--- config.mk ---
export PLATFORM = sky130hd
export DESIGN_NAME = global_interrupt_aggregator
export DESIGN_NICKNAME = d
export VERILOG_FILES = /design/src/logic/aggregator_pkg.sv /design/src/logic/summary_gate.sv /design/src/logic/global_interrupt_aggregator.sv
export VERILOG_INCLUDE_DIRS = /design/src /design/src/logic
export SDC_FILE = /design/constraint.sdc
export NUM_CORES = 1
export LEC_CHECK = 0
export ABC_CLOCK_PERIOD_IN_PS = 2100
export BUFFER_PORTS_ARGS = -buffer_cell sky130_fd_sc_hd__buf_2
export CORE_MARGIN = 2
export CORE_UTILIZATION = 56
export CTS_BUF_LIST = sky130_fd_sc_hd__clkbuf_8
export DETAILED_ROUTE_END_ITERATION = 10
export GPL_TIMING_DRIVEN = 0
export PLACE_DENSITY = 0.82
export SYNTH_ARGS = -nofsm -noshare
export SYNTH_HDL_FRONTEND = slang
export SYNTH_HIERARCHICAL = 1
export SYNTH_SLANG_ARGS = --single-unit
export TNS_END_PERCENT = 100
--- constraint.sdc ---
create_clock -name clk -period 2.1 [get_ports clk]
set_input_delay 0.42 -clock clk [delete_from_list [all_inputs] [get_ports clk]]
set_output_delay 0.42 -clock clk [all_outputs]
set_load 0.005 [all_outputs]
--- src/logic/aggregator_regs.svh ---
// register offsets, reset values and field positions of the global
// interrupt aggregator; definitions only, included by bare name
`ifndef AGGREGATOR_REGS_SVH
`define AGGREGATOR_REGS_SVH

// register offsets on the host register port
`define OFS_SERIAL_IRQ_ENABLE 8'h06
`define OFS_SERIAL_IRQ_STATUS 8'h07
`define OFS_ETH_IRQ_ENABLE 8'h08
`define OFS_ETH_IRQ_STATUS 8'h09
`define OFS_QUEUE_IRQ_ENABLE 8'h0a
`define OFS_QUEUE_IRQ_STATUS 8'h0b
`define OFS_TESTER_IRQ_ENABLE 8'h0c
`define OFS_TESTER_IRQ_STATUS 8'h0d
`define OFS_ETH1_CONN_SELECT 8'h0e
`define OFS_GROUP_EVENT 8'h20
`define OFS_GROUP_MASK 8'h21

// reset values
`define RST_REG8 8'h00
`define RST_GROUP4 4'h0
`define RST_ETH1_SELECT 3'h1

// group event bit positions
`define GRP_SERIAL 0
`define GRP_ETH 1
`define GRP_QUEUE 2
`define GRP_TESTER 3

// synchroniser depth for pin inputs
`define SYNC_STAGES 2

`endif

--- src/logic/aggregator_pkg.sv ---
// types shared by the global interrupt aggregator files
// assumes aggregator_regs.svh supplies the numeric constants
package aggregator_pkg;

    // per-interface serial event levels, index 0 is interface 1
    typedef struct packed {
        logic [3:0] hdlc_tx;
        logic [3:0] x86_tx;
        logic [3:0] hdlc_rx;
        logic [3:0] x86_rx;
    } serial_events_t;

    // ethernet interface levels: mac and rmii/mii port
    typedef struct packed {
        logic [3:0] mac;
        logic [3:0] mii;
    } eth_events_t;

    // queue threshold and overflow levels
    typedef struct packed {
        logic [3:0] tx_thresh;
        logic [3:0] tx_ovf;
        logic [3:0] rx_thresh;
        logic [3:0] rx_ovf;
    } queue_events_t;

    // decoded ethernet 1 connection
    typedef enum logic [2:0] {
        LINK_OFF,
        LINK_S1,
        LINK_S2,
        LINK_S3,
        LINK_S4
    } link_sel_t;

endpackage

--- src/logic/summary_gate.sv ---
// one summary status group: two event sources or-ed and gated by enables
// assumes sources come from logic on the same clock
`timescale 1ns/1ps
`default_nettype none

module summary_gate #(
    parameter int W = 4
) (
    input wire logic clk,
    input wire logic arst_n,
    input wire logic [W-1:0] src_a,
    input wire logic [W-1:0] src_b,
    input wire logic [W-1:0] enable,
    output logic [W-1:0] status
);

    logic [W-1:0] next_status;

    // status follows enabled sources, no write path
    always_comb
    begin
        next_status = (src_a | src_b) & enable;
    end

    // register the summary
    always_ff @(posedge clk or negedge arst_n)
    begin
        if (!arst_n)
            status <= '0;
        else
            status <= next_status;
    end

endmodule

`default_nettype wire

--- src/logic/global_interrupt_aggregator.sv ---
// global interrupt aggregator with ethernet 1 connection selector
// assumes event sources on clk, serial pins asynchronous to clk
//
// Summary of operation
// serial status bits: tx 7..4, rx 3..0
// serial status from hdlc and x86 events
// ethernet enables in bits 3..0
// ethernet status from mac and mii events
// queue enables: tx 7..4, rx 3..0
// tx queue status on threshold or overflow
// rx queue status on threshold or overflow
// tester enable at bit 0
// tester status at bit 0 on enabled event
// ethernet 1 selector bits 2..0, resets 1
// selector 0 disconnects, 1..4 pick serial line
// disconnected: data ones, hdlc clocks low
// serial enables gate serial status bits
// interrupt pin drives low when active
// interrupt active while any status set
// status registers read only, writes ignored
//
// The plain strobed port was chosen for this implementation.
`timescale 1ns/1ps
`default_nettype none
`include "aggregator_regs.svh"

module global_interrupt_aggregator (
    input wire logic clk,
    input wire logic arst_n,
    input wire logic [7:0] reg_addr,
    input wire logic [7:0] reg_wdata,
    input wire logic reg_wr,
    input wire logic reg_rd,
    output logic [7:0] reg_rdata,
    input wire aggregator_pkg::serial_events_t serial_events,
    input wire aggregator_pkg::eth_events_t eth_events,
    input wire aggregator_pkg::queue_events_t queue_events,
    input wire logic tester_event,
    input wire logic hdlc1_tx_data,
    input wire logic [3:0] serial_rx_data_pin,
    input wire logic [3:0] serial_rx_clk_pin,
    input wire logic [3:0] serial_tx_clk_pin,
    output logic conn1_line_tx,
    output logic [3:0] conn1_line_sel,
    output logic conn1_hdlc_rx_data,
    output logic conn1_hdlc_tx_clk,
    output logic conn1_hdlc_rx_clk,
    output logic int_n,
    output logic irq
);
    import aggregator_pkg::*;

    logic [7:0] serial_en;
    logic [3:0] eth_en;
    logic [7:0] queue_en;
    logic tester_en;
    logic [2:0] eth1_serial_selector;
    logic [3:0] group_mask;
    logic [7:0] next_serial_en;
    logic [3:0] next_eth_en;
    logic [7:0] next_queue_en;
    logic next_tester_en;
    logic [2:0] next_eth1_serial_selector;
    logic [3:0] next_group_mask;
    logic [7:0] next_reg_rdata;
    logic [7:0] serial_status;
    logic [3:0] eth_status;
    logic [7:0] queue_status;
    logic [0:0] tester_status;
    logic [3:0] group_event;
    logic [3:0] group_prev;
    logic [3:0] group_any;
    logic [3:0] group_clear;
    logic [3:0] next_group_event;
    logic next_int_n;
    logic next_irq;
    logic wr_hit_event;
    logic [3:0] sync1_rx_data;
    logic [3:0] sync2_rx_data;
    logic [3:0] sync1_rx_clk;
    logic [3:0] sync2_rx_clk;
    logic [3:0] sync1_tx_clk;
    logic [3:0] sync2_tx_clk;
    link_sel_t link;
    logic [1:0] link_idx;
    logic next_line_tx;
    logic [3:0] next_line_sel;
    logic next_hdlc_rx_data;
    logic next_hdlc_tx_clk;
    logic next_hdlc_rx_clk;

    // enabled event summaries per group
    summary_gate #(.W(8)) serial_gate (  // see see
        .clk(clk),
        .arst_n(arst_n),
        .src_a({serial_events.hdlc_tx, serial_events.hdlc_rx}),
        .src_b({serial_events.x86_tx, serial_events.x86_rx}),
        .enable(serial_en),
        .status(serial_status)
    );
    summary_gate #(.W(4)) eth_gate (
        .clk(clk),
        .arst_n(arst_n),
        .src_a(eth_events.mac),
        .src_b(eth_events.mii),
        .enable(eth_en),
        .status(eth_status)
    );
    summary_gate #(.W(8)) queue_gate (  // see
        .clk(clk),
        .arst_n(arst_n),
        .src_a({queue_events.tx_thresh, queue_events.rx_thresh}),
        .src_b({queue_events.tx_ovf, queue_events.rx_ovf}),
        .enable(queue_en),
        .status(queue_status)
    );
    summary_gate #(.W(1)) tester_gate (
        .clk(clk),
        .arst_n(arst_n),
        .src_a(tester_event),
        .src_b(1'b0),
        .enable(tester_en),
        .status(tester_status)
    );

    // host register port: writes to enables, selector, mask; read mux
    always_comb
    begin
        next_serial_en = serial_en;
        next_eth_en = eth_en;
        next_queue_en = queue_en;
        next_tester_en = tester_en;
        next_eth1_serial_selector = eth1_serial_selector;
        next_group_mask = group_mask;
        next_reg_rdata = `RST_REG8;
        if (reg_wr)
        begin
            // status offsets have no write path, see
            unique case (reg_addr)
                `OFS_SERIAL_IRQ_ENABLE: next_serial_en = reg_wdata;
                `OFS_ETH_IRQ_ENABLE: next_eth_en = reg_wdata[3:0];
                `OFS_QUEUE_IRQ_ENABLE: next_queue_en = reg_wdata;
                `OFS_TESTER_IRQ_ENABLE: next_tester_en = reg_wdata[0];
                `OFS_ETH1_CONN_SELECT: next_eth1_serial_selector = reg_wdata[2:0];
                `OFS_GROUP_MASK: next_group_mask = reg_wdata[3:0];
                default: next_serial_en = serial_en;
            endcase
        end
        if (reg_rd)
        begin
            unique case (reg_addr)
                `OFS_SERIAL_IRQ_ENABLE: next_reg_rdata = serial_en;
                `OFS_SERIAL_IRQ_STATUS: next_reg_rdata = serial_status;
                `OFS_ETH_IRQ_ENABLE: next_reg_rdata = {4'h0, eth_en};
                `OFS_ETH_IRQ_STATUS: next_reg_rdata = {4'h0, eth_status};
                `OFS_QUEUE_IRQ_ENABLE: next_reg_rdata = queue_en;
                `OFS_QUEUE_IRQ_STATUS: next_reg_rdata = queue_status;
                `OFS_TESTER_IRQ_ENABLE: next_reg_rdata = {7'h00, tester_en};
                `OFS_TESTER_IRQ_STATUS: next_reg_rdata = {7'h00, tester_status};
                `OFS_ETH1_CONN_SELECT: next_reg_rdata = {5'h00, eth1_serial_selector};
                `OFS_GROUP_EVENT: next_reg_rdata = {4'h0, group_event};
                `OFS_GROUP_MASK: next_reg_rdata = {4'h0, group_mask};
                default: next_reg_rdata = `RST_REG8;
            endcase
        end
    end

    // register file state
    always_ff @(posedge clk or negedge arst_n)
    begin
        if (!arst_n)
        begin
            serial_en <= `RST_REG8;
            eth_en <= `RST_GROUP4;
            queue_en <= `RST_REG8;
            tester_en <= 1'b0;
            eth1_serial_selector <= `RST_ETH1_SELECT;
            group_mask <= `RST_GROUP4;
            reg_rdata <= `RST_REG8;
        end
        else
        begin
            serial_en <= next_serial_en;
            eth_en <= next_eth_en;
            queue_en <= next_queue_en;
            tester_en <= next_tester_en;
            eth1_serial_selector <= next_eth1_serial_selector;
            group_mask <= next_group_mask;
            reg_rdata <= next_reg_rdata;
        end
    end

    // sticky group events, rising edge of each group's summary
    always_comb
    begin
        group_any[`GRP_SERIAL] = |serial_status;
        group_any[`GRP_ETH] = |eth_status;
        group_any[`GRP_QUEUE] = |queue_status;
        group_any[`GRP_TESTER] = tester_status[0];
        wr_hit_event = reg_wr && (reg_addr == `OFS_GROUP_EVENT);
        group_clear = wr_hit_event ? reg_wdata[3:0] : 4'h0;
        // a new edge wins over a write-one clear in the same cycle
        next_group_event = (group_event & ~group_clear) | (group_any & ~group_prev);
        next_irq = |(next_group_event & group_mask);
        next_int_n = ~(|{serial_status, eth_status, queue_status, tester_status});
    end

    // interrupt state and outputs
    always_ff @(posedge clk or negedge arst_n)
    begin
        if (!arst_n)
        begin
            group_event <= `RST_GROUP4;
            group_prev <= `RST_GROUP4;
            irq <= 1'b0;
            int_n <= 1'b1;
        end
        else
        begin
            group_event <= next_group_event;
            group_prev <= group_any;
            irq <= next_irq;
            int_n <= next_int_n;
        end
    end

    // two-flop synchronisers for the serial pins
    always_ff @(posedge clk or negedge arst_n)
    begin
        if (!arst_n)
        begin
            sync1_rx_data <= 4'hf;
            sync2_rx_data <= 4'hf;
            sync1_rx_clk <= 4'h0;
            sync2_rx_clk <= 4'h0;
            sync1_tx_clk <= 4'h0;
            sync2_tx_clk <= 4'h0;
        end
        else
        begin
            sync1_rx_data <= serial_rx_data_pin;
            sync2_rx_data <= sync1_rx_data;
            sync1_rx_clk <= serial_rx_clk_pin;
            sync2_rx_clk <= sync1_rx_clk;
            sync1_tx_clk <= serial_tx_clk_pin;
            sync2_tx_clk <= sync1_tx_clk;
        end
    end

    // selector decode and connection path
    always_comb
    begin
        unique case (eth1_serial_selector)
            3'h1: link = LINK_S1;
            3'h2: link = LINK_S2;
            3'h3: link = LINK_S3;
            3'h4: link = LINK_S4;
            default: link = LINK_OFF;
        endcase
        link_idx = eth1_serial_selector[1:0] - 2'h1;
        if (link == LINK_OFF)
        begin
            // idle ones on data, hdlc clocks stopped, see
            next_line_tx = 1'b1;
            next_line_sel = 4'h0;
            next_hdlc_rx_data = 1'b1;
            next_hdlc_tx_clk = 1'b0;
            next_hdlc_rx_clk = 1'b0;
        end
        else
        begin
            next_line_tx = hdlc1_tx_data;
            next_line_sel = 4'h1 << link_idx;
            next_hdlc_rx_data = sync2_rx_data[link_idx];
            next_hdlc_tx_clk = sync2_tx_clk[link_idx];
            next_hdlc_rx_clk = sync2_rx_clk[link_idx];
        end
    end

    // connection outputs
    always_ff @(posedge clk or negedge arst_n)
    begin
        if (!arst_n)
        begin
            conn1_line_tx <= 1'b1;
            conn1_line_sel <= 4'h0;
            conn1_hdlc_rx_data <= 1'b1;
            conn1_hdlc_tx_clk <= 1'b0;
            conn1_hdlc_rx_clk <= 1'b0;
        end
        else
        begin
            conn1_line_tx <= next_line_tx;
            conn1_line_sel <= next_line_sel;
            conn1_hdlc_rx_data <= next_hdlc_rx_data;
            conn1_hdlc_tx_clk <= next_hdlc_tx_clk;
            conn1_hdlc_rx_clk <= next_hdlc_rx_clk;
        end
    end

    // helper values watched by the checks below
    logic [7:0] serial_want;
    logic [3:0] eth_want;
    logic [7:0] queue_want;
    logic tester_want;
    logic [2:0] wdata_sel;
    logic status_any;
    assign serial_want = ({serial_events.hdlc_tx, serial_events.hdlc_rx}
        | {serial_events.x86_tx, serial_events.x86_rx}) & serial_en;
    assign eth_want = (eth_events.mac | eth_events.mii) & eth_en;
    assign queue_want = ({queue_events.tx_thresh, queue_events.rx_thresh}
        | {queue_events.tx_ovf, queue_events.rx_ovf}) & queue_en;
    assign tester_want = tester_event & tester_en;
    assign wdata_sel = reg_wdata[2:0];
    assign status_any = |{serial_status, eth_status, queue_status, tester_status};

    property p_serial_status;
        @(posedge clk) disable iff (!arst_n)
        1'b1 |=> serial_status == $past(serial_want);
    endproperty
    a_serial_status: assert property (p_serial_status)  // see see
        else $error("serial summary does not follow enabled events");

    property p_eth_status;
        @(posedge clk) disable iff (!arst_n)
        1'b1 |=> eth_status == $past(eth_want);
    endproperty
    a_eth_status: assert property (p_eth_status)
        else $error("ethernet summary does not follow enabled events");

    property p_txq_status;
        @(posedge clk) disable iff (!arst_n)
        (queue_events.tx_ovf[3] && queue_en[7]) |=> queue_status[7];
    endproperty
    a_txq_status: assert property (p_txq_status)
        else $error("tx queue 4 overflow not reported");

    property p_rxq_status;
        @(posedge clk) disable iff (!arst_n)
        1'b1 |=> queue_status[3:0] == $past(queue_want[3:0]);
    endproperty
    a_rxq_status: assert property (p_rxq_status)
        else $error("rx queue summary wrong");

    property p_tester_status;
        @(posedge clk) disable iff (!arst_n)
        tester_want |=> tester_status[0] ##1 (!int_n || $past(tester_want, 2) == 1'b0);
    endproperty
    a_tester_status: assert property (p_tester_status)  // see
        else $error("tester event not reported or not driving interrupt");

    property p_int_level;
        @(posedge clk) disable iff (!arst_n)
        1'b1 |=> int_n == !$past(status_any);
    endproperty
    a_int_level: assert property (p_int_level)  // see
        else $error("interrupt pin level disagrees with summaries");

    property p_sel_write;
        @(posedge clk) disable iff (!arst_n)
        (reg_wr && reg_addr == `OFS_ETH1_CONN_SELECT) |=> eth1_serial_selector == $past(wdata_sel);
    endproperty
    a_sel_write: assert property (p_sel_write)
        else $error("selector write not stored");

    property p_link_s1;
        @(posedge clk) disable iff (!arst_n)
        // sampled reset keeps the release edge, still resetting the outputs, out
        (arst_n && eth1_serial_selector == 3'h1) |=> conn1_line_sel == 4'h1
            && conn1_line_tx == $past(hdlc1_tx_data);
    endproperty
    a_link_s1: assert property (p_link_s1)
        else $error("selector 1 not routed to serial line 1");

    property p_disconnect;
        @(posedge clk) disable iff (!arst_n)
        (link == LINK_OFF) |=> conn1_line_tx && conn1_hdlc_rx_data
            && !conn1_hdlc_tx_clk && !conn1_hdlc_rx_clk && conn1_line_sel == 4'h0;
    endproperty
    a_disconnect: assert property (p_disconnect)
        else $error("disconnected link not idled");

    property p_status_read;
        @(posedge clk) disable iff (!arst_n)
        (reg_rd && reg_addr == `OFS_ETH_IRQ_STATUS) |=> reg_rdata == {4'h0, $past(eth_status)};
    endproperty
    a_status_read: assert property (p_status_read)  // see
        else $error("ethernet status read returns wrong value");

    property p_event_sticky;
        @(posedge clk) disable iff (!arst_n)
        !(reg_wr && reg_addr == `OFS_GROUP_EVENT)
            |=> (group_event & $past(group_event)) == $past(group_event);
    endproperty
    a_event_sticky: assert property (p_event_sticky)
        else $error("group event bit lost without clear");

    property p_rdata_idle;
        @(posedge clk) disable iff (!arst_n)
        !reg_rd |=> reg_rdata == 8'h00;
    endproperty
    a_rdata_idle: assert property (p_rdata_idle)
        else $error("read data present without a read");

endmodule

`default_nettype wire

-- Word level (Yosys, flattened, before mapping)
Cells that the tools add are included.
- register bits after elaboration: 99
- input port bits: 74
- output and inout port bits: 18
- logic and storage cells: 86
- $add $sub $neg: 1
- $lt $le $gt $ge: 1
- eq/ne operators: 15
- shift operators: 1
- muxes and demuxes: 15
- bitwise gates (word level): 14
- reductions and logical operators: 13
- operators by type and width (kind ; count):
    case mux 8 bit (11 select lines) ; 1
    == test 8 x 4 -> 1 bit, second input constant ; 7
    OR reduction 21 bit ; 1
    bitwise AND 4 bit ; 4
    bitwise AND 8 bit ; 2
    == test 8 x 3 -> 1 bit, second input constant ; 2
    == test 8 x 6 -> 1 bit, second input constant ; 2
    bitwise OR 8 bit ; 2
    OR reduction 8 bit ; 2
    case mux 3 bit (4 select lines) ; 1
    AND reduction 2 bit ; 6
    2-to-1 mux 4 bit ; 2
    2-to-1 mux 8 bit ; 1
    NOT 4 bit ; 2
    bitwise OR 4 bit ; 2
    OR reduction 4 bit ; 2
    2-to-1 mux 1 bit ; 7
    binary-select mux 1 bit (select 2 bit) ; 3
    == test 3 x 2 -> 1 bit, second input constant ; 2
    left shift 1 x 2 -> 4 bit, first input constant ; 1
    == test 3 x 1 -> 1 bit, second input constant ; 1
    == test 3 bit, second input constant ; 1
    zero test 3 bit ; 1
    < comparator 2 x 3 -> 1 bit, second input constant ; 1
    other kinds (4) ; 4

-- Depth between registers and ports, before layout
Gate-level depths: netlist of the first run.
- depth after elaboration: 8
- gate-level depth with buffers: 7
- mapped depth without buffers: 5

-- Modules after synthesis
The synthesis of the first run kept the hierarchy.
- by module, submodules not included (module ; instances ; cells each ; area an instance (um^2) ; seq. area each (um^2)):
    global_interrupt_aggregator ; 1 ; 260 ; 3347.0 ; 1966.9
    summary_gate at queue_gate ... ; 2 ; 16 ; 260.2 ; 200.2
    summary_gate at eth_gate ; 1 ; 8 ; 130.1 ; 100.1
    summary_gate at tester_gate ; 1 ; 2 ; 32.5 ; 25.0

-- Worst setup path after synthesis of the first run
No wires, ideal clock.
- path kind: input port to flip-flop
- start: in reg_addr[4]
- end: reg reg_rdata[2]
- setup time: 0.078 ns
- arrival: 1.769 ns
- required time: 2.022 ns
- setup slack: 0.252 ns
- stages: 5
- path buffers: 0
- path through: or4_1 > nor3_4 > a22oi_2 > o311a_1 > a21oi_1
- word-level cells in the longest chain between the ends: 3
- elaborated cells between the ends (all ways): 13
- classes of those cells: eq/ne (11); mux (2)
- ends and longest elaborated chain (element ; RTL line ; RTL):
    from (decl) ; global_interrupt_aggregator.sv:30 ; input wire logic [7:0] reg_addr,
    == test 8 x 6 -> 1 bit, or another cell as far along ; global_interrupt_aggregator.sv:151 ; unique case (reg_addr)
    case mux 8 bit (11 select lines) (*) ; global_interrupt_aggregator.sv:151 ;
    2-to-1 mux 8 bit (*) ; global_interrupt_aggregator.sv:149 ; if (reg_rd)
    via next_reg_rdata[2] ; global_interrupt_aggregator.sv:65 ; logic [7:0] next_reg_rdata;
    to (signal assigned) ; global_interrupt_aggregator.sv:179 ; reg_rdata <= `RST_REG8;
    to (signal assigned) ; global_interrupt_aggregator.sv:189 ; reg_rdata <= next_reg_rdata;
    to (decl) ; global_interrupt_aggregator.sv:34 ; output logic [7:0] reg_rdata,
Mark *: on every way through the listed nets, which the timed path passes. The rest lies on a longest branch.
A chain may end at the register's enable or synchronous reset.

-- Worst setup path after layout of the first run
- start: in reg_addr[4]
- end: reg serial_en[6]
- word-level cells in the longest chain between the ends: 2
- ends and longest elaborated chain (element ; RTL line ; RTL):
    == test 8 x 3 -> 1 bit ; global_interrupt_aggregator.sv:139 ; unique case (reg_addr)
    AND reduction 2 bit (no line) ; -- ;
    to (signal assigned) ; global_interrupt_aggregator.sv:173 ; serial_en <= `RST_REG8;
    to (signal assigned) ; global_interrupt_aggregator.sv:183 ; serial_en <= next_serial_en;
    to (decl) ; global_interrupt_aggregator.sv:53 ; logic [7:0] serial_en;
No other way between the ends.

==> flow_summary.yaml, run 1 <==
outcome:
  run_status: "complete, but fails checks"
  violations_in_the_final_reports: "negative hold slack"
clock_tree:
  clk_pin_slew_ns: 0.10
  clock_insertion_delay_worst_skew_ns: 0.38
  cts.sink_count: 99
  holdBufCountCts: 0
  ctsHtreeMaxLevel: 3
  tritoncts_buffer_count: 9
  clock_tree_from_tritoncts: "done"
  cts_buffer_depth: 2
  ctsRootBufferMaster: "sky130_fd_sc_hd__clkbuf_8"
  post-cts-setup-buffer-count: 0
synth:
  synth-xor-area-share_pct: 0
  yosys.area_share.simple_pct: 10.5
  syn-cell-area_um2: 4030
  synth_top_family_by_area: "multiplexers"
  synth_enable_flop_cells: 0
  post-synth-top-area-fraction_pct: 54.0
  share_of_the_synthesized_area_in_compound_gates_ao_oa_aoi_oai_pct: 11.2
  post_synth_num_cell_types: 45
  synth_async_sr_flop_share_pct: 100
  postSynthRegisterBits: 99
  synth.mux.area_fraction_pct: 12.8
  synth_top_area_cell: "sky130_fd_sc_hd__dfrtp_1"
  post_synth_inst_count: 302
  ys_seq_area_share_pct: 61.8
  synth_fa_ha_area_share_pct: 1.86
  syn-mean-instance-area_um2: 13.3
  synth-main-ff-cell: "sky130_fd_sc_hd__dfrtp_1"
  yosys_warnings: 6
  syn_nets: 382
  synth.area.top_cells: "sky130_fd_sc_hd__dfrtp_1 (54%), sky130_fd_sc_hd__mux2_2 (8.7%), sky130_fd_sc_hd__dfstp_2 (7.8%)"
power_and_ir_drop:
  power_per_cell_area_nw_per_um2: 791
  power.static_leakage_nw: 2.35
  ir_drop_uv: 518
sta:
  tightestPinTransition_ns: 0.789
  fin_skew_ns: 0.0171
  timing.final.setup_violations: 0
  fmax_ghz: 0.520
  fin_crit_ns: 1.92
  slew_viol_final: 0
  grt_setup_unrepaired: "no"
  relSlewSlack_pct: 47.3
  totalNegativeSetupSlack_ns: 0
  post-route-period-util_pct: 91.6
  hold_viol_final: 2
  holdWs_ns: -0.000808
finish:
  drive_above_1_share_pct: 40.2
  multi_input_comb_area_um2: 1480
  syn2layout_area_growth_pct: 20.9
  finalNetCount: 485
  layout.cells.non_filler: 506
  register_area_um2: 2490
  final_layout_fill_cell_count: 516
  antenna_cells_inserted: 0
placed_design:
  gpl.final_weighted_congestion: 0.883
  dp_cells: 490
  io_buffer_count: 91
  dp.final_hpwl_um: 6720
die:
  placementRows: 30
  core_region_area_um2: 6870
  initial_standard_cell_utilization_of_the_core_pct: 58.7
  io-pin-count: 92
  floorplan.die_area_um2: 7890
  floorplan.die.width_um: 88.8
  die_height_um: 88.8
min_path:
  timing.hold.worst.class: "in2async"
routing:
  route.vias.total: 2829
  dr.pass1.iters: 4
  detail-route-antenna-nets: 0
  drt_wl_total_um: 8940
  routedWlPerCell_um: 17.7
  via_density_per_instance: 5.59
  drt-initial-drc-count: 181
  post-route-drc-count: 0
global_route:
  grt_antenna_before_repair: 0
  largest_net_degree_at_the_start_of_global_routing: 64
  grt_pass1_vias: 2949
  grt.overflow.total: 0
  grt_first_pass_wirelength_um: 14700
  gr-usage-all-layers_pct: 25.4
critical_path:
  critical-path-top-cell-by-count: "sky130_fd_sc_hd__buf_2"
  worst-path-max-fanout: 10
  worstPathCellList: "buf_2, nor4_1, buf_2, nand2_1, nor2_4, mux2_2"
  worst-endpoint-arrival_ns: 2.18
  crit_slowest_cell: "sky130_fd_sc_hd__nor4_1"
  worst_setup_path_end_kind: "flop"
  start_kind: "input pin"
  timing.setup.critical_path_class: "in2reg"
  critical_path.max_stage_delay_ns: 0.46
  cp.required_ns: 2.35
flow_run:
  drv_cap: 0
-- sequential cells by signal, summed over array words and instances, names as in the netlist, 8 cells and up --
name                flops
queue_en                8
queue_gate/status       8
reg_rdata               8
serial_en               8
serial_gate/status      8
-- synth_stat cells (2+ instances only) --
cell type / n
sky130_fd_sc_hd__clkbuf_1: 3
sky130_fd_sc_hd__a32oi_1: 2
sky130_fd_sc_hd__nand3_1: 9
sky130_fd_sc_hd__nor2_1: 5
sky130_fd_sc_hd__and2_1: 11
sky130_fd_sc_hd__a21o_1: 2
sky130_fd_sc_hd__nand2_1: 19
sky130_fd_sc_hd__o21a_1: 21
sky130_fd_sc_hd__nor4_1: 6
sky130_fd_sc_hd__buf_4: 2
sky130_fd_sc_hd__nor2_2: 2
sky130_fd_sc_hd__o22ai_1: 3
sky130_fd_sc_hd__inv_1: 5
sky130_fd_sc_hd__nor3b_1: 2
sky130_fd_sc_hd__buf_2: 2
sky130_fd_sc_hd__a31oi_1: 2
sky130_fd_sc_hd__a22oi_1: 2
sky130_fd_sc_hd__dfstp_2: 12
sky130_fd_sc_hd__ha_1: 6
sky130_fd_sc_hd__and3_1: 3
sky130_fd_sc_hd__mux4_2: 3
sky130_fd_sc_hd__dfrtp_1: 87
sky130_fd_sc_hd__nand4_1: 7
sky130_fd_sc_hd__a21oi_1: 8
sky130_fd_sc_hd__nand2b_1: 4
sky130_fd_sc_hd__o21ai_0: 10
sky130_fd_sc_hd__or4_1: 2
sky130_fd_sc_hd__a22o_1: 2
sky130_fd_sc_hd__mux2i_1: 10
sky130_fd_sc_hd__mux2_2: 31
sky130_fd_sc_hd__a221oi_1: 3
sky130_fd_sc_hd__nor2b_1: 3
-- power by group --
| part | total (mW) | switching, mW | internal (mW) |
|---|---|---|---|
| logic | 0.407 | 0.208 | 0.199 |
| clock network | 1.33 | 0.731 | 0.595 |
| registers | 2.12 | 0.0706 | 2.05 |
-- metal layers --
layer  up-vias  track usage [%]  wire length (µm)
li1       1309                -                 -
met1      1415             32.6              3770
met2        92             42.1              4580
met3        13             7.65               446
met4         0             7.58               143
met5         -                0                 0
-- critical path, delay by kind of cell --
| kind | cells | cell delay (ns) |
|---|---|---|
| and+or+nand+nor | 3 | 0.96 |
| muxes | 1 | 0.38 |
| buffers and inverters | 2 | 0.41 |
-- path summary, 6_finish.rpt --
| check | start | end | slack (ns) | depth (start not counted) |
|---|---|---|---|---|
| worst max-delay path | reg_addr[4] | serial_en[6] | 0.18 | 6 |
| worst min-delay path | arst_n | group_event[1] | -0.0008 | 1 |
| worst max register to register | eth1_serial_selector[0] | conn1_hdlc_rx_clk | 0.36 | 4 |
| worst min register to register | sync1_rx_clk[1] | sync2_rx_clk[1] | 0.36 | 0 |
| max in group asynchronous | arst_n | sync2_rx_data[1] | 1.41 | 2 |
| min in group clk | serial_rx_data_pin[2] | sync1_rx_data[2] | 0.13 | 1 |
-- cell usage in the layout (no fill, tap or decap), types with 4 or more instances in the layout --
master / n
sky130_fd_sc_hd__nor4_1: 6
sky130_fd_sc_hd__nand3_1: 9
sky130_fd_sc_hd__nand4_1: 7
sky130_fd_sc_hd__a21oi_1: 8
sky130_fd_sc_hd__mux2_2: 31
sky130_fd_sc_hd__nor2_1: 5
sky130_fd_sc_hd__dfstp_2: 12
sky130_fd_sc_hd__nand2_1: 19
sky130_fd_sc_hd__buf_2: 92
sky130_fd_sc_hd__and2_1: 11
sky130_fd_sc_hd__inv_1: 5
sky130_fd_sc_hd__dfrtp_1: 87
sky130_fd_sc_hd__o21ai_0: 10
sky130_fd_sc_hd__o21a_1: 21
sky130_fd_sc_hd__ha_1: 6
sky130_fd_sc_hd__clkbuf_8: 9
sky130_fd_sc_hd__nand2b_1: 4
sky130_fd_sc_hd__mux2i_1: 10
-- logic make-up after synthesis --
logic type	after synthesis
multiplexers	44
AO/OA/AOI/OAI	63
flip-flops	99
adder cells (fa/ha/maj)	6
AND/OR/NAND/NOR	75
other	1
buffers and inverters	14
-- cell type report --
type	count	share of cell area (%)
Sequential cell	99	51.2
Multi-Input combinational cell	189	30.3
Timing Repair Buffer	92	9.96
Clock buffer	9	2.54
Tap cell	96	2.47
Clock inverter	7	2.11
Buffer	8	0.976
Inverter	6	0.462
-- stage by stage --
step	area [µm²]	power (mW)	setup WS [ns]	util, %
5_1_grt	4870	4.04	0.0353	70.9
3_3_place_gp	4610	2.54	-0.380	67.0
4_1_cts	4860	3.88	0.0805	70.8
2_1_floorplan	4030	2.33	0.252	-
6_report	4870	3.85	0.176	70.9
3_5_place_dp	4640	2.56	-0.301	67.5
-- repair_timing --
item / in CTS / in global routing
endpoints found under the hold margin: 0 / 0
resized for setup: 0 / 2
setup endpoints to repair: 0 / 2
Note: power is estimated with default switching activity, not from simulation.
==> run 2, diff against run 1 <==
PLACE_DENSITY = unset   (was 0.82)
PLACE_DENSITY_LB_ADDON = 0.05   (was unset)
TNS_END_PERCENT = 5   (was 100)
==> run 2 against run 1 <==
Net effect: the flow now finishes without violations; wire length hardly changed; via count shrank 1.8%; register-to-register slack lost 0.02 ns; cell area about the same; final cell count is 0.20% higher; global-route usage is 0.75 points lower; total power shrank 3.1%; clock power decreased by 9%; critical endpoint is now irq.
==> flow_summary.yaml, run 2 (synthesized netlist as in run 1, its figures left out) <==
outcome:
  run_status: "complete, no violations"
sta:
  timing.final.setup_violations: 0
  fin_skew_ns: 0.0110
  fin_crit_ns: 1.96
  fmax_ghz: 0.511
  relSlewSlack_pct: 44.5
  final.setup.worst_slack_ns: 0.141
  grt_setup_unrepaired: "no"
  hold_viol_final: 0
  post-route-period-util_pct: 93.3
  tightestPinTransition_ns: 0.831
  holdWs_ns: 0.142
  slew_viol_final: 0
power_and_ir_drop:
  netSwitchingFraction_pct: 27.1
  pwr-share-seq_pct: 56.6
  net-switching-power_mw: 1.01
  power_per_cell_area_nw_per_um2: 767
  p_comb_share_pct: 11.1
  power.static_leakage_nw: 2.34
  ir_drop_uv: 659
  internal_power_mw: 2.72
  power_frac_clock_pct: 32.3
clock_tree:
  post-cts-setup-buffer-count: 0
  ctsRootBufferMaster: "sky130_fd_sc_hd__clkbuf_8"
  clock_tree_from_tritoncts: "done"
  ctsHtreeMaxLevel: 3
  cts.sink_count: 99
  tritoncts_buffer_count: 9
  clk_pin_slew_ns: 0.10
  cts_buffer_depth: 2
  clock_insertion_delay_worst_skew_ns: 0.37
min_path:
  timing.hold.worst.class: "in2reg"
routing:
  drt-initial-drc-count: 142
  routedWlPerCell_um: 17.6
  dr.pass1.iters: 6
  route.vias.total: 2778
  post-route-drc-count: 0
  via_density_per_instance: 5.48
  drt_wl_total_um: 8940
  detail-route-antenna-nets: 0
finish:
  leading_cell_type_in_the_layout_fill_and_taps_excluded: "sky130_fd_sc_hd__buf_2"
  antenna_cells_inserted: 0
  syn2layout_area_growth_pct: 20.8
  layout.cells.non_filler: 507
  final_cell_mix: "sky130_fd_sc_hd__buf_2 (92), sky130_fd_sc_hd__dfrtp_1 (87), sky130_fd_sc_hd__mux2_2 (31), sky130_fd_sc_hd__o21a_1 (21), sky130_fd_sc_hd__nand2_1 (19)"
  drive_above_1_share_pct: 40.1
  finalNetCount: 486
  final_layout_fill_cell_count: 507
  finalInstanceArea_um2: 4870
global_route:
  largest_net_degree_at_the_start_of_global_routing: 69
  grt_pass1_vias: 2643
  grt_first_pass_wirelength_um: 14000
  grt_antenna_before_repair: 0
  grt.overflow.total: 0
  gr-usage-all-layers_pct: 24.7
die:
  io-pin-count: 92
  placementRows: 30
  core_region_area_um2: 6870
  floorplan.die.width_um: 88.8
  floorplan.die_area_um2: 7890
  initial_standard_cell_utilization_of_the_core_pct: 58.7
  die_height_um: 88.8
flow_run:
  drv_cap: 0
critical_path:
  worstPathCellList: "buf_2, buf_2, nor3b_1, nand4_1, a22o_1, a32oi_1, nand4_1"
  cp.required_ns: 2.32
  worst-path-max-fanout: 10
  start_kind: "input pin"
  critical_path.max_stage_delay_ns: 0.71
  worst_setup_path_end_kind: "flop"
  timing.setup.critical_path_class: "in2reg"
  worst-endpoint-arrival_ns: 2.18
  crit_slowest_cell: "sky130_fd_sc_hd__nor3b_1"
placed_design:
  gpl.final_weighted_congestion: 0.871
  pre_cts_ws_ns: -0.315
  dp.final_hpwl_um: 6540
  placed_cell_area_um2: 4640
  io_buffer_count: 91
  dp_cells: 490
run 2: worst paths after layout:
path | depth (start not counted) | startpoint | to | slack [ns]
max in group asynchronous | 3 | arst_n | sync2_rx_data[2] | 0.89
worst max register to register | 4 | eth1_serial_selector[0] | conn1_line_sel[2] | 0.34
worst min register to register | 0 | sync1_rx_clk[1] | sync2_rx_clk[1] | 0.36
min in group asynchronous | 2 | arst_n | queue_en[3] | 0.54
worst min-delay path | 1 | serial_rx_data_pin[3] | sync1_rx_data[3] | 0.14
worst max-delay path | 7 | reg_addr[0] | irq | 0.14
run 2: power groups by stage:
stage	Clock (mW)	Sequential (mW)	Combinational, mW
2_1_floorplan	0	2.14	0.196
3_3_place_gp	0	2.15	0.397
3_5_place_dp	0	2.15	0.411
4_1_cts	1.23	2.11	0.416
5_1_grt	1.32	2.13	0.462
6_report	1.21	2.11	0.415
run 2: layer usage:
layer	global-route usage [%]	wire [µm]	vias up
li1	-	-	1319
met1	36.8	4220	1344
met2	35.5	4010	110
met3	7.65	647	5
met4	6.34	64	0
met5	0	0	-
run 2: cell type report:
cell class / instances / area (µm²) / share of cell area [%]
buffer: 8 / 47.5 / 0.977
clock buffer: 9 / 124 / 2.54
clock inverter: 7 / 80.1 / 1.64
inverter: 6 / 22.5 / 0.463
multi-input combinational: 189 / 1490 / 30.5
sequential: 99 / 2490 / 51.2
tap: 96 / 120 / 2.47
timing repair buffer: 93 / 495 / 10.2
run 2: repair_timing:
action / in CTS / in global routing
resized for setup: 0 / 3
setup endpoints to repair: 0 / 19
hold buffers: 1 / 0
endpoints found under the hold margin: 23 / 0
run 2: worst max-delay path: cells and delay by family:
family	cells	cell delay, ns
compound gates	2	0.42
buf+inv	2	0.30
simple gates	3	1.03
run 2: stage by stage:
stage / total power, mW / TNS, ns / utilization (%)
after floorplan: 2.33 / 0 / -
after global placement: 2.54 / -31.07 / 67.0
after detailed placement: 2.56 / -6.50 / 67.5
after CTS: 3.76 / 0 / 70.6
after global routing: 3.91 / 0 / 70.9
final: 3.73 / 0 / 70.9
